===== config.mk =====
export PLATFORM = sky130hd
export DESIGN_NAME = trq_engine_flat
export DESIGN_NICKNAME = d
export VERILOG_FILES = /design/src/hdl/trq_pkg.sv /design/src/hdl/trq_if.sv /design/src/hdl/trq_engine.sv /design/src/hdl/trq_code_check.sv /design/src/flat_wrapper.sv
export SDC_FILE = /design/constraint.sdc
export NUM_CORES = 1
export LEC_CHECK = 0
export BUFFER_PORTS_ARGS = -buffer_cell sky130_fd_sc_hd__buf_2
export CAP_MARGIN = 10
export CORE_MARGIN = 2
export CORE_UTILIZATION = 50
export DETAILED_ROUTE_END_ITERATION = 8
export GPL_ROUTABILITY_DRIVEN = 0
export MAX_ROUTING_LAYER = met4
export PLACE_DENSITY = 0.8
export SKIP_CTS_REPAIR_TIMING = 1
export SLEW_MARGIN = 10
export SYNTH_ARGS = -nofsm -noshare
export SYNTH_HDL_FRONTEND = slang
export SYNTH_HIERARCHICAL = 1
export SYNTH_SLANG_ARGS = --single-unit

===== constraint.sdc =====
create_clock -name CORE_CLK -period 7.3 [get_ports CORE_CLK]
set_input_delay 0 -clock CORE_CLK [delete_from_list [all_inputs] [get_ports CORE_CLK]]
set_output_delay 0 -clock CORE_CLK [all_outputs]
set_load 0.05 [all_outputs]

===== src/hdl/trq_pkg.sv =====
// Constants, codes and state types shared by the transient read engine and its requester
// Assumes both ends run on one 100 MHz core clock
package trq_pkg;
    localparam int CLK_PERIOD_NS = 10;
    localparam int SCAN_TIME_NS = 10000;
    localparam int SCAN_CYCLES = SCAN_TIME_NS / CLK_PERIOD_NS;
    localparam int WORD_W = 16;
    localparam int IDX_W = 9;
    localparam int DEPTH = 480;
    localparam logic [6:0] STATION_MAX = 7'h40;
    localparam logic [15:0] COUNT_MIN = 16'h0001;
    localparam logic [15:0] COUNT_MAX = 16'h01E0;
    localparam logic [15:0] COUNT_MAX_LEGACY = 16'h0020;
    localparam logic [15:0] IO_BASE_MAX = 16'h00FE;
    localparam logic [3:0] BIT_ALIGN_MASK = 4'hF;
    localparam int ACCESS_LSB = 8;
    localparam int ATTR_LSB = 0;
    localparam logic [7:0] ATTR_BUFFER = 8'h04;
    localparam logic [7:0] ATTR_DEVICE = 8'h05;
    // Buffer memory: device buffer, random access, remote in/out/register, link relay/register
    localparam logic [7:0] BUF_CODES [7] = '{8'h00, 8'h20, 8'h21, 8'h22, 8'h24, 8'h63, 8'h64};
    // Controller bit devices
    localparam logic [7:0] DEV_BIT_CODES [13] = '{8'h01, 8'h02, 8'h03, 8'h83, 8'h23, 8'h09, 8'h0A,
        8'h89, 8'h8A, 8'h11, 8'h12, 8'h63, 8'h43};
    // Controller word devices
    localparam logic [7:0] DEV_WORD_CODES [8] = '{8'h0C, 8'h8C, 8'h14, 8'h04, 8'h24, 8'h84, 8'h64, 8'h44};
    localparam logic [15:0] ERR_NONE = 16'h0000;
    localparam logic [15:0] ERR_ACCESS = 16'h0011;
    localparam logic [15:0] ERR_STATION = 16'h0012;
    localparam logic [15:0] ERR_COUNT = 16'h0013;
    localparam logic [15:0] ERR_ALIGN = 16'h0014;
    localparam logic [15:0] ERR_REMOTE = 16'h0015;
    localparam logic [9:0] REG_CTRL = 10'h000;
    localparam logic [9:0] REG_STATION = 10'h001;
    localparam logic [9:0] REG_CODES = 10'h002;
    localparam logic [9:0] REG_START = 10'h003;
    localparam logic [9:0] REG_COUNT = 10'h004;
    localparam logic [9:0] REG_STATUS = 10'h005;
    localparam logic [9:0] REG_FLAGS = 10'h006;
    localparam logic [9:0] REG_IRQ_STAT = 10'h007;
    localparam logic [9:0] REG_IRQ_CLR = 10'h008;
    localparam logic [9:0] REG_IRQ_EN = 10'h009;
    localparam int DATA_WINDOW_BIT = 9;
    localparam int CTRL_GO_BIT = 0;
    localparam int CTRL_CANCEL_BIT = 1;
    localparam int IRQ_OK_BIT = 0;
    localparam int IRQ_FAIL_BIT = 1;
    localparam int IRQ_REJECT_BIT = 2;
    localparam int IRQ_W = 3;
    typedef enum logic [5:0] {
        ST_IDLE = 6'b000001,
        ST_CHECK = 6'b000010,
        ST_HANG = 6'b000100,
        ST_FETCH = 6'b001000,
        ST_REPORT = 6'b010000,
        ST_HOLD = 6'b100000
    } trq_state_e;
endpackage


===== src/hdl/trq_if.sv =====
// Control block link between the requesting controller and the read engine
// Assumes both modports sit on the same core clock
`timescale 1ns/100ps
interface trq_if;
    logic start;
    logic cancel;
    logic [15:0] io_base;
    logic [6:0] station;
    logic [15:0] codes;
    logic [15:0] start_addr;
    logic [15:0] count;
    logic scan_end;
    logic data_we;
    logic [8:0] data_idx;
    logic [15:0] data_word;
    logic status_we;
    logic [15:0] status_code;
    logic done;
    logic done_err;
    logic busy;
    modport engine (
        input start, cancel, io_base, station, codes, start_addr, count, scan_end,
        output data_we, data_idx, data_word, status_we, status_code, done, done_err, busy
    );
    modport requester (
        output start, cancel, io_base, station, codes, start_addr, count, scan_end,
        input data_we, data_idx, data_word, status_we, status_code, done, done_err, busy
    );
endinterface


===== src/hdl/trq_engine.sv =====
// Transient read engine of the master module: validates a control block, fetches words from a
// remote station over the field network and reports completion on the program scan
// Assumes the network port is same-clock logic; LINK_UP comes from outside and is synchronised
//
// Overview of operation
// - Status word: zero if good, else error
// - Requester gives station number 0 to 64
// - Access code high byte, attribute low byte
// - Start address; random buffer counts from zero
// - Requester gives word count 1 to 480
// - Older controller devices: count 1 to 32
// - Buffer memories: attribute 04, listed access codes
// - Controller devices: attribute 05, per-type codes
// - Refuse any access code not listed
// - Bit device start: zero or multiple of 16
// - Link down: no error, never completes
// - Completion flag high exactly one scan
// - Abnormal end also raises error flag
// - Requester names module by I/O base
// - Read buffer memory or controller devices
// - Normal end keeps error flag low
//
// Strobed register access and the register offsets were chosen for this implementation.
`timescale 1ns/100ps
module trq_engine #(
    parameter logic [15:0] IO_BASE = 16'h0000
) (
    input wire logic CORE_CLK,
    input wire logic RESET_N,
    trq_if.engine LINK,
    input wire logic LINK_UP,
    output logic NET_REQ,
    output logic [6:0] NET_STATION,
    output logic [7:0] NET_ACCESS,
    output logic [7:0] NET_ATTR,
    output logic [15:0] NET_ADDR,
    output logic [15:0] NET_COUNT,
    input wire logic NET_RVALID,
    input wire logic [15:0] NET_RDATA,
    input wire logic NET_DONE,
    input wire logic NET_FAIL,
    output logic BUSY
);
    trq_pkg::trq_state_e state;
    trq_pkg::trq_state_e next_state;
    logic [6:0] station;
    logic [6:0] next_station;
    logic [15:0] codes;
    logic [15:0] next_codes;
    logic [15:0] start_addr;
    logic [15:0] next_start_addr;
    logic [15:0] count;
    logic [15:0] next_count;
    logic [8:0] idx;
    logic [8:0] next_idx;
    logic [15:0] err;
    logic [15:0] next_err;
    logic data_we;
    logic next_data_we;
    logic [8:0] data_idx;
    logic [8:0] next_data_idx;
    logic [15:0] data_word;
    logic [15:0] next_data_word;
    logic status_we;
    logic next_status_we;
    logic [15:0] status_code;
    logic [15:0] next_status_code;
    logic done;
    logic next_done;
    logic done_err;
    logic next_done_err;
    logic net_req;
    logic next_net_req;
    logic busy;
    logic next_busy;
    logic link_meta;
    logic link_up;
    logic [15:0] chk_err;
    logic store;
    logic [8:0] got;

    trq_code_check u_check (
        .codes(codes),
        .station(station),
        .start_addr(start_addr),
        .count(count),
        .err_code(chk_err)
    );

    assign LINK.data_we = data_we;
    assign LINK.data_idx = data_idx;
    assign LINK.data_word = data_word;
    assign LINK.status_we = status_we;
    assign LINK.status_code = status_code;
    assign LINK.done = done;
    assign LINK.done_err = done_err;
    assign LINK.busy = busy;
    assign NET_REQ = net_req;
    assign NET_STATION = station;
    assign NET_ACCESS = codes[trq_pkg::ACCESS_LSB +: 8];
    assign NET_ATTR = codes[trq_pkg::ATTR_LSB +: 8];
    assign NET_ADDR = start_addr;
    assign NET_COUNT = count;
    assign BUSY = busy;

    // Words beyond the requested count are dropped
    assign store = NET_RVALID && ({7'h00, idx} < count);
    assign got = store ? idx + 9'h001 : idx;

    always_comb
    begin
        next_state = state;
        next_station = station;
        next_codes = codes;
        next_start_addr = start_addr;
        next_count = count;
        next_idx = idx;
        next_err = err;
        next_data_we = 1'b0;
        next_data_idx = data_idx;
        next_data_word = data_word;
        next_status_we = 1'b0;
        next_status_code = status_code;
        next_done = done;
        next_done_err = done_err;
        next_net_req = 1'b0;
        next_busy = busy;
        unique case (state)
            trq_pkg::ST_IDLE:
            begin
                if (LINK.start && (LINK.io_base == IO_BASE))
                begin
                    next_station = LINK.station;
                    next_codes = LINK.codes;
                    next_start_addr = LINK.start_addr;
                    next_count = LINK.count;
                    next_busy = 1'b1;
                    next_state = trq_pkg::ST_CHECK;
                end
            end
            trq_pkg::ST_CHECK:
            begin
                if (chk_err != trq_pkg::ERR_NONE)
                begin
                    next_err = chk_err;
                    next_status_we = 1'b1;
                    next_status_code = chk_err;
                    next_state = trq_pkg::ST_REPORT;
                end
                else if (!link_up)
                begin
                    next_state = trq_pkg::ST_HANG;
                end
                else
                begin
                    next_net_req = 1'b1;
                    next_idx = 9'h000;
                    next_state = trq_pkg::ST_FETCH;
                end
            end
            trq_pkg::ST_HANG:
            begin
                // Only the requester can release an offline request
                if (LINK.cancel)
                begin
                    next_busy = 1'b0;
                    next_state = trq_pkg::ST_IDLE;
                end
            end
            trq_pkg::ST_FETCH:
            begin
                if (store)
                begin
                    next_data_we = 1'b1;
                    next_data_idx = idx;
                    next_data_word = NET_RDATA;
                    next_idx = got;
                end
                if (NET_DONE)
                begin
                    if (NET_FAIL || ({7'h00, got} != count))
                        next_err = trq_pkg::ERR_REMOTE;
                    else
                        next_err = trq_pkg::ERR_NONE;
                    next_status_we = 1'b1;
                    next_status_code = next_err;
                    next_state = trq_pkg::ST_REPORT;
                end
            end
            trq_pkg::ST_REPORT:
            begin
                if (LINK.scan_end)
                begin
                    next_done = 1'b1;
                    next_done_err = (err != trq_pkg::ERR_NONE);
                    next_state = trq_pkg::ST_HOLD;
                end
            end
            trq_pkg::ST_HOLD:
            begin
                if (LINK.scan_end)
                begin
                    next_done = 1'b0;
                    next_done_err = 1'b0;
                    next_busy = 1'b0;
                    next_state = trq_pkg::ST_IDLE;
                end
            end
            default:
            begin
                next_busy = 1'b0;
                next_done = 1'b0;
                next_done_err = 1'b0;
                next_state = trq_pkg::ST_IDLE;
            end
        endcase
    end

    always_ff @(posedge CORE_CLK or negedge RESET_N)
    begin
        if (!RESET_N)
        begin
            link_meta <= 1'b0;
            link_up <= 1'b0;
        end
        else
        begin
            link_meta <= LINK_UP;
            link_up <= link_meta;
        end
    end

    always_ff @(posedge CORE_CLK or negedge RESET_N)
    begin
        if (!RESET_N)
        begin
            state <= trq_pkg::ST_IDLE;
            station <= 7'h00;
            codes <= 16'h0000;
            start_addr <= 16'h0000;
            count <= 16'h0000;
            idx <= 9'h000;
            err <= 16'h0000;
            data_we <= 1'b0;
            data_idx <= 9'h000;
            data_word <= 16'h0000;
            status_we <= 1'b0;
            status_code <= 16'h0000;
            done <= 1'b0;
            done_err <= 1'b0;
            net_req <= 1'b0;
            busy <= 1'b0;
        end
        else
        begin
            state <= next_state;
            station <= next_station;
            codes <= next_codes;
            start_addr <= next_start_addr;
            count <= next_count;
            idx <= next_idx;
            err <= next_err;
            data_we <= next_data_we;
            data_idx <= next_data_idx;
            data_word <= next_data_word;
            status_we <= next_status_we;
            status_code <= next_status_code;
            done <= next_done;
            done_err <= next_done_err;
            net_req <= next_net_req;
            busy <= next_busy;
        end
    end
endmodule


===== src/hdl/trq_code_check.sv =====
// Combinational check of a control block: access and attribute codes, station, count, alignment
// Assumes inputs are stable register values
`timescale 1ns/100ps
module trq_code_check (
    input wire logic [15:0] codes,
    input wire logic [6:0] station,
    input wire logic [15:0] start_addr,
    input wire logic [15:0] count,
    output logic [15:0] err_code
);
    logic [7:0] acc;
    logic [7:0] attr;
    logic buf_hit;
    logic bit_hit;
    logic word_hit;
    logic code_ok;

    assign acc = codes[trq_pkg::ACCESS_LSB +: 8];
    assign attr = codes[trq_pkg::ATTR_LSB +: 8];

    always_comb
    begin
        buf_hit = 1'b0;
        bit_hit = 1'b0;
        word_hit = 1'b0;
        for (int i = 0; i < 7; i++)
        begin
            buf_hit = buf_hit | (acc == trq_pkg::BUF_CODES[i]);
        end
        for (int i = 0; i < 13; i++)
        begin
            bit_hit = bit_hit | (acc == trq_pkg::DEV_BIT_CODES[i]);
        end
        for (int i = 0; i < 8; i++)
        begin
            word_hit = word_hit | (acc == trq_pkg::DEV_WORD_CODES[i]);
        end
        code_ok = ((attr == trq_pkg::ATTR_BUFFER) && buf_hit) ||
            ((attr == trq_pkg::ATTR_DEVICE) && (bit_hit || word_hit));
        if (!code_ok)
            err_code = trq_pkg::ERR_ACCESS;
        else if (station > trq_pkg::STATION_MAX)
            err_code = trq_pkg::ERR_STATION;
        else if ((count < trq_pkg::COUNT_MIN) || (count > trq_pkg::COUNT_MAX))
            err_code = trq_pkg::ERR_COUNT;
        else if ((attr == trq_pkg::ATTR_DEVICE) && bit_hit && ((start_addr[3:0] & trq_pkg::BIT_ALIGN_MASK) != 4'h0))
            err_code = trq_pkg::ERR_ALIGN;
        else
            err_code = trq_pkg::ERR_NONE;
    end
endmodule


===== src/flat_wrapper.sv =====
// flat-port wrapper written by rule: the top's interface ports become plain ports
module trq_engine_flat 
#(
    parameter logic [15:0] IO_BASE = 16'h0000
)
  (CORE_CLK, RESET_N, LINK_UP, NET_REQ, NET_STATION, NET_ACCESS, NET_ATTR, NET_ADDR, NET_COUNT, NET_RVALID, NET_RDATA, NET_DONE, NET_FAIL, BUSY, LINK_start, LINK_cancel, LINK_io_base, LINK_station, LINK_codes, LINK_start_addr, LINK_count, LINK_scan_end, LINK_data_we, LINK_data_idx, LINK_data_word, LINK_status_we, LINK_status_code, LINK_done, LINK_done_err, LINK_busy);
  trq_if LINK_i ();
  input wire logic CORE_CLK;
  input wire logic RESET_N;
  input wire logic LINK_UP;
  output logic NET_REQ;
  output logic [6:0] NET_STATION;
  output logic [7:0] NET_ACCESS;
  output logic [7:0] NET_ATTR;
  output logic [15:0] NET_ADDR;
  output logic [15:0] NET_COUNT;
  input wire logic NET_RVALID;
  input wire logic [15:0] NET_RDATA;
  input wire logic NET_DONE;
  input wire logic NET_FAIL;
  output logic BUSY;
  input wire logic [$bits(LINK_i.start)-1:0] LINK_start;
  input wire logic [$bits(LINK_i.cancel)-1:0] LINK_cancel;
  input wire logic [$bits(LINK_i.io_base)-1:0] LINK_io_base;
  input wire logic [$bits(LINK_i.station)-1:0] LINK_station;
  input wire logic [$bits(LINK_i.codes)-1:0] LINK_codes;
  input wire logic [$bits(LINK_i.start_addr)-1:0] LINK_start_addr;
  input wire logic [$bits(LINK_i.count)-1:0] LINK_count;
  input wire logic [$bits(LINK_i.scan_end)-1:0] LINK_scan_end;
  output wire logic [$bits(LINK_i.data_we)-1:0] LINK_data_we;
  output wire logic [$bits(LINK_i.data_idx)-1:0] LINK_data_idx;
  output wire logic [$bits(LINK_i.data_word)-1:0] LINK_data_word;
  output wire logic [$bits(LINK_i.status_we)-1:0] LINK_status_we;
  output wire logic [$bits(LINK_i.status_code)-1:0] LINK_status_code;
  output wire logic [$bits(LINK_i.done)-1:0] LINK_done;
  output wire logic [$bits(LINK_i.done_err)-1:0] LINK_done_err;
  output wire logic [$bits(LINK_i.busy)-1:0] LINK_busy;
  assign LINK_i.start = LINK_start;
  assign LINK_i.cancel = LINK_cancel;
  assign LINK_i.io_base = LINK_io_base;
  assign LINK_i.station = LINK_station;
  assign LINK_i.codes = LINK_codes;
  assign LINK_i.start_addr = LINK_start_addr;
  assign LINK_i.count = LINK_count;
  assign LINK_i.scan_end = LINK_scan_end;
  assign LINK_data_we = LINK_i.data_we;
  assign LINK_data_idx = LINK_i.data_idx;
  assign LINK_data_word = LINK_i.data_word;
  assign LINK_status_we = LINK_i.status_we;
  assign LINK_status_code = LINK_i.status_code;
  assign LINK_done = LINK_i.done;
  assign LINK_done_err = LINK_i.done_err;
  assign LINK_busy = LINK_i.busy;
  trq_engine #(.IO_BASE(IO_BASE)) u_core (.CORE_CLK(CORE_CLK), .RESET_N(RESET_N), .LINK(LINK_i), .LINK_UP(LINK_UP), .NET_REQ(NET_REQ), .NET_STATION(NET_STATION), .NET_ACCESS(NET_ACCESS), .NET_ATTR(NET_ATTR), .NET_ADDR(NET_ADDR), .NET_COUNT(NET_COUNT), .NET_RVALID(NET_RVALID), .NET_RDATA(NET_RDATA), .NET_DONE(NET_DONE), .NET_FAIL(NET_FAIL), .BUSY(BUSY));
endmodule

**After elaboration in Yosys (flattened, before gate mapping)**

Index checks and enable logic that the tools add are counted.

- Reduce and logical (&&, ||, !) cells: 25
- Bitwise gates (word level): 27
- Equality and inequality tests: 42
- Add/subtract/negate cells: 1
- $lt $le $gt $ge: 4
- Mux-type cells: 37

Operators with widths:

| kind | count |
|---|---|
| $mux 16 | 4 |
| $eq 8x6->1 const B | 5 |
| $eq 8x8->1 const B | 5 |
| $mux 6 | 6 |
| $mux 9 | 4 |
| $pmux 6 s6 | 1 |
| $eq 8x7->1 const B | 4 |
| $pmux 16 s2 | 1 |
| $reduce_bool 16->1 | 2 |
| $or 1x1->1 | 25 |
| $eq 8x3->1 const B | 3 |
| $eq 8x4->1 const B | 3 |
| $eq 8x5->1 const B | 3 |
| $pmux 9 s2 | 1 |
| $eq 8x2->1 const B | 2 |
| $gt 16x9->1 const B | 1 |
| $logic_not 16->1 | 1 |
| $lt 16x1->1 const B | 1 |
| $lt 9x16->1 | 1 |
| $ne 9x16->1 | 1 |
| $mux 5 | 3 |
| $mux 1 | 12 |
| $ne 2x2->1 const B | 5 |
| $add 9x1->9 const B | 1 |
| 25 further kinds | 41 |

- Output and inout bits: 103
- Flip-flop bits (word level): 119

**Depth between registers and ports, before layout**

- Depth in word-level cells: 22
- Depth in mapped cells: 12
- Gate-level depth less buffers: 12

**Cells and area by module**

The synthesis kept the hierarchy.

Modules (own cells, without submodules):

| module | times used | sequential area each (um^2) | area an instance (um^2) | cells an instance |
|---|---|---|---|---|
| trq_engine | 1 | 2,979.1 | 5,408.9 | 518 |
| trq_code_check | 1 | 0.0 | 361.6 | 54 |

**Worst setup path before layout**

OpenSTA, ideal clock, no wires.

- Kind: register to register
- Start point: register u_core.station[0] (netlist: u_core/NET_STATION[0])
- End point: register u_core.state[4]
- Arrival: 2.915 ns
- Buffers on the path: 1
- Setup time: 0.143 ns
- Stages on the path, launching flop included: 11
- Setup slack: 4.242 ns
- Cells stage by stage: dfrtp_1 > or4_1 > o31a_1 > and2b_2 > nor2_1 > nor4_1 > and4_1 > nor2_1 > nor2_1 > clkbuf_1 > o21ai_0

- Word-level cells in the longest chain between the ends: 6

Ends and longest elaborated chain:

| element | RTL line | RTL |
|---|---|---|
| start, declared | trq_engine.sv:46 | `logic [6:0] station;` |
| start signal, assigned | trq_engine.sv:257 | `station <= next_station;` |
| $gt 7x7->1 | trq_code_check.sv:42 | `else if (station > trq_pkg::STATION_MAX)` |
| $mux 16 | trq_code_check.sv:42 |  |
| $mux 16 | trq_code_check.sv:40 | `if (!code_ok)` |
| named net u_core.chk_err[1] | trq_engine.sv:78 | `logic [15:0] chk_err;` |
| $reduce_bool 16->1 | trq_engine.sv:143 | `if (chk_err != trq_pkg::ERR_NONE)` |
| $mux 6 | trq_engine.sv:143 |  |
| $pmux 6 s6 | trq_engine.sv:128 | `unique case (state)` |
| end signal, assigned | trq_engine.sv:237 | `state <= trq_pkg::ST_IDLE;` |
| end signal, assigned | trq_engine.sv:256 | `state <= next_state;` |
| end, declared | trq_engine.sv:44 | `trq_pkg::trq_state_e state;` |

The timed path passes the listed nets, and every way through them passes these cells.
A chain may end at the register's enable or synchronous reset.

**Final worst setup path**

- Start point: register u_core.count[14] (netlist: u_core/NET_COUNT[14])
- End point: register u_core.status_code[0] (netlist: u_core/LINK.status_code[0])

- Word-level cells in the longest chain between the ends: 8
- Elaborated cells between the ends (all ways): 18
- Those cells by class: order compare (3); eq/ne (2); mux (8); reduce/logical (5)

Ends and longest elaborated chain:

| element | RTL line | RTL |
|---|---|---|
| start, declared | trq_engine.sv:52 | `logic [15:0] count;` |
| start signal, assigned | trq_engine.sv:260 | `count <= next_count;` |
| $lt 16x1->1 / $gt 16x9->1 (equally long branches) | trq_code_check.sv:44 | `else if ((count < trq_pkg::COUNT_MIN) \|\| (count > trq_pkg::COUNT_MAX))` |
| $logic_or 1x1->1 (*) | trq_code_check.sv:44 |  |
| $mux 5 (*) | trq_code_check.sv:44 |  |
| $mux 16 (*) | trq_code_check.sv:42 |  |
| $mux 16 (*) | trq_code_check.sv:40 |  |
| named net u_core.chk_err[2] | trq_engine.sv:78 |  |
| $reduce_bool 16->1 (*) | trq_engine.sv:143 |  |
| $ne 2x1->1 (no line) (*) | -- |  |
| $reduce_and 3->1 (no line) (*) | -- |  |
| end signal, assigned | trq_engine.sv:267 | `status_code <= next_status_code;` |
| end, declared | trq_engine.sv:66 | `logic [15:0] status_code;` |

Mark *: on every way through the listed nets, which the timed path passes. The rest lies on a longest branch. The select of a mux whose other input is x is not followed.

==> impl_metrics.yaml <==
cells_and_area:
  layout_common_cells: "buf_2, nand2_1, dfrtp_1, dlygate4sd3_1, mux2_2"
  n_antenna_cell: 0
  drive_gt1_share_pct: 34.8
  nets: 949
  fill_cells: 807
  area_delta_synth_final_pct: 41.9
  final_cell_area_um2: 8190
  final_common_cell: "buf_2"
global_routing:
  grt-ovfl-total: 0
  grt_pass1_wl_um: 24800
  grt_max_degree: 71
  grt_antenna_before_repair: 0
  grt_pass1_vias: 5123
  gr-usage-all-layers_pct: 25.7
critical_path:
  regToRegStartpoint: "u_core/NET_COUNT[14]"
  crit_arrival_ns: 3.96
  crit_path_end_kind: "register"
  worstPathRequired_ns: 7.57
  slowest_delay_ns: 0.72
  path_delay_family: "simple AND/OR/NAND/NOR gates"
  crit_slowest_cell: "nor2_1"
  path_buf_inv: 0
  crit_fanout: 18
  cp-startpoint: "u_core/NET_COUNT[14]"
  critPathKind: "register to register"
  start_kind: "register"
  path_cells: "nor4_1, nand2_1, a311oi_1, and4bb_1, nor4_1, and4_1, nor2_1, nor2_1, a22oi_1, nand4_1"
timing:
  worst_pin_slew_ns: 1.07
  maxSlewViolCount: 0
  fmax_mhz: 271
  finalSetupTns_ns: 0
  finalClockSkew_ns: 0.0148
  slew_headroom_pct: 28.4
  setup_viol: 0
  rsz0062_at_grt: "no"
  hold_viol_final: 1
  fin_crit_sh_pct: 50.5
  whs_ns: -0.0550
  fin_ws_ns: 3.61
  period_needed_ns: 3.69
power_and_ir_drop:
  total_leakage_power_uw: 0.00441
  power.total_uw: 2090
  p_per_area_nw_per_um2: 255
  peakVddDrop_uv: 295
synth:
  synth_edf_count: 0
  netlist_instances: 572
  ys_ff_latch: 119
  synth_cell_type_count: 69
  synth_flop_cell: "dfrtp_1"
  synth_area_um2: 5770
  ys_seq_area_share_pct: 51.6
  synth_async_sr_flop_share_pct: 100
  syn_area_per_cell_um2: 10.1
  yosys_warnings: 6
route:
  drc: 0
  dr_wl_met3_um: 1220
  routed_via_density: 5.43
  drtIter0Drc: 470
  met2WireLength_um: 8760
  vias: 5431
  wire_per_inst_um: 17.0
  top_layer_used: "met4"
  m1WireLength_um: 6610
  wl_um: 17000
  ant_nets: 0
  dr.pass1.iters: 5
cts:
  cts_made_buffers: 17
  clock_path_buffers: 2
  root_buffer: "clkbuf_16"
  cts_tree: "built"
  clk_pin_slew_ns: 0.06
  cts_sinks: 119
  htree_levels: 4
  insertion_delay_ns: 0.42
placed_design:
  dp_hpwl_um: 10800
  placed_cell_area_um2: 6820
  numPortBuffers: 198
  pre_cts_ws_ns: 3.66
status:
  outcome: "complete, but fails checks"
  failed_checks: "negative hold slack"
hold_path:
  min_from: "LINK_cancel"
  hold_path_class: "input pin to register"
floorplan:
  fp.dieW_um: 111
  rows: 39
  die_h_um: 111
  pin_count: 199
  core_area_um2: 11300
  die_area_um2: 12400
  initial_core_util_pct: 51.0
job:
  maxCapViolations: 0
-- flip-flops by register name, indices dropped and copies added, names as in the netlist --
name                     count
u_core/NET_COUNT            16
u_core/LINK.data_idx         9
u_core/LINK.data_word       16
u_core/LINK.done_err         1
u_core/LINK.data_we          1
u_core/state                 6
u_core/idx                   9
u_core/NET_REQ               1
u_core/NET_STATION           7
u_core/LINK.status_code     16
u_core/LINK.status_we        1
u_core/link_up               1
u_core/link_meta             1
u_core/codes                16
u_core/LINK.done             1
u_core/BUSY                  1
u_core/NET_ADDR             16
-- worst paths after layout --
| check | end | slack, ns | cells past startpoint |
|---|---|---|---|
| max in group asynchronous | u_core/LINK.data_word[9] | 5.87 | 3 |
| max | u_core/LINK.status_code[0] | 3.61 | 10 |
| max reg2reg | u_core/LINK.status_code[0] | 3.61 | 10 |
| min in group asynchronous | u_core/LINK.data_idx[4] | 0.14 | 2 |
| min | u_core/state[2] | -0.05 | 4 |
| min reg2reg | u_core/link_up | 0.35 | 0 |
-- per-layer routing --
metal,track usage (%),vias up
met5,-,-
met4,8.07,0
met3,7.73,41
met2,41.2,259
met1,31.5,2579
li1,-,2552
-- where the power goes --
part           internal, µW  switching (µW)  total (µW)  leakage (µW)
logic                   144             306         449       0.00253
clock network           548             317         865      0.000297
registers               717            55.0         772       0.00159
-- cell families after synthesis --
group           after synthesis  share of synthesized area (%)
mux                          48                           9.35
simple gates                248                           20.8
xor+xnor                      9                           1.37
buf+inv                      50                           4.29
other cells                   1                         0.0650
fa+ha+maj                     9                           1.95
compound gates               88                           10.5
flops                       119                           51.6
-- cells in the mapped netlist, drive strengths merged, types with 4 or more instances --
cell	n	area, µm²
nand2	124	468
dfrtp	118	2950
mux2	47	529
o21ai	35	179
nor2	28	110
nand3	26	135
buf	24	150
inv	16	60.1
nor4	16	115
nor3	12	60.1
a21oi	10	50.1
clkbuf	10	37.5
ha	9	113
and3	8	56.3
nand4	7	43.8
xnor2	5	43.8
a22oi	4	30.0
o31ai	4	35.0
xor2	4	35.0
-- worst min-delay path: cells and delay by family --
family / cells / cell delay [ns]
and+or+nand+nor: 2 / 0.13
buffers and inverters: 1 / 0.08
AOI/OAI and AO/OA: 1 / 0.10
-- stage by stage --
stage / util [%] / std cells
after detailed placement: 60.3 / 893
final: 72.3 / 1000
after CTS: 65.7 / 925
after floorplan: - / 583
after global placement: 60.3 / 893
after global routing: 72.3 / 1000
-- cell type report --
type,count,area [µm²],area share (%)
clock buffer,18,439,5.36
clock inverter,14,173,2.11
inverter,16,60.1,0.734
timing repair buffer,276,1770,21.6
sequential,119,2980,36.4
tap,143,179,2.19
multi-input combinational,414,2590,31.6
No activity file was read; power rests on OpenSTA's default activity.
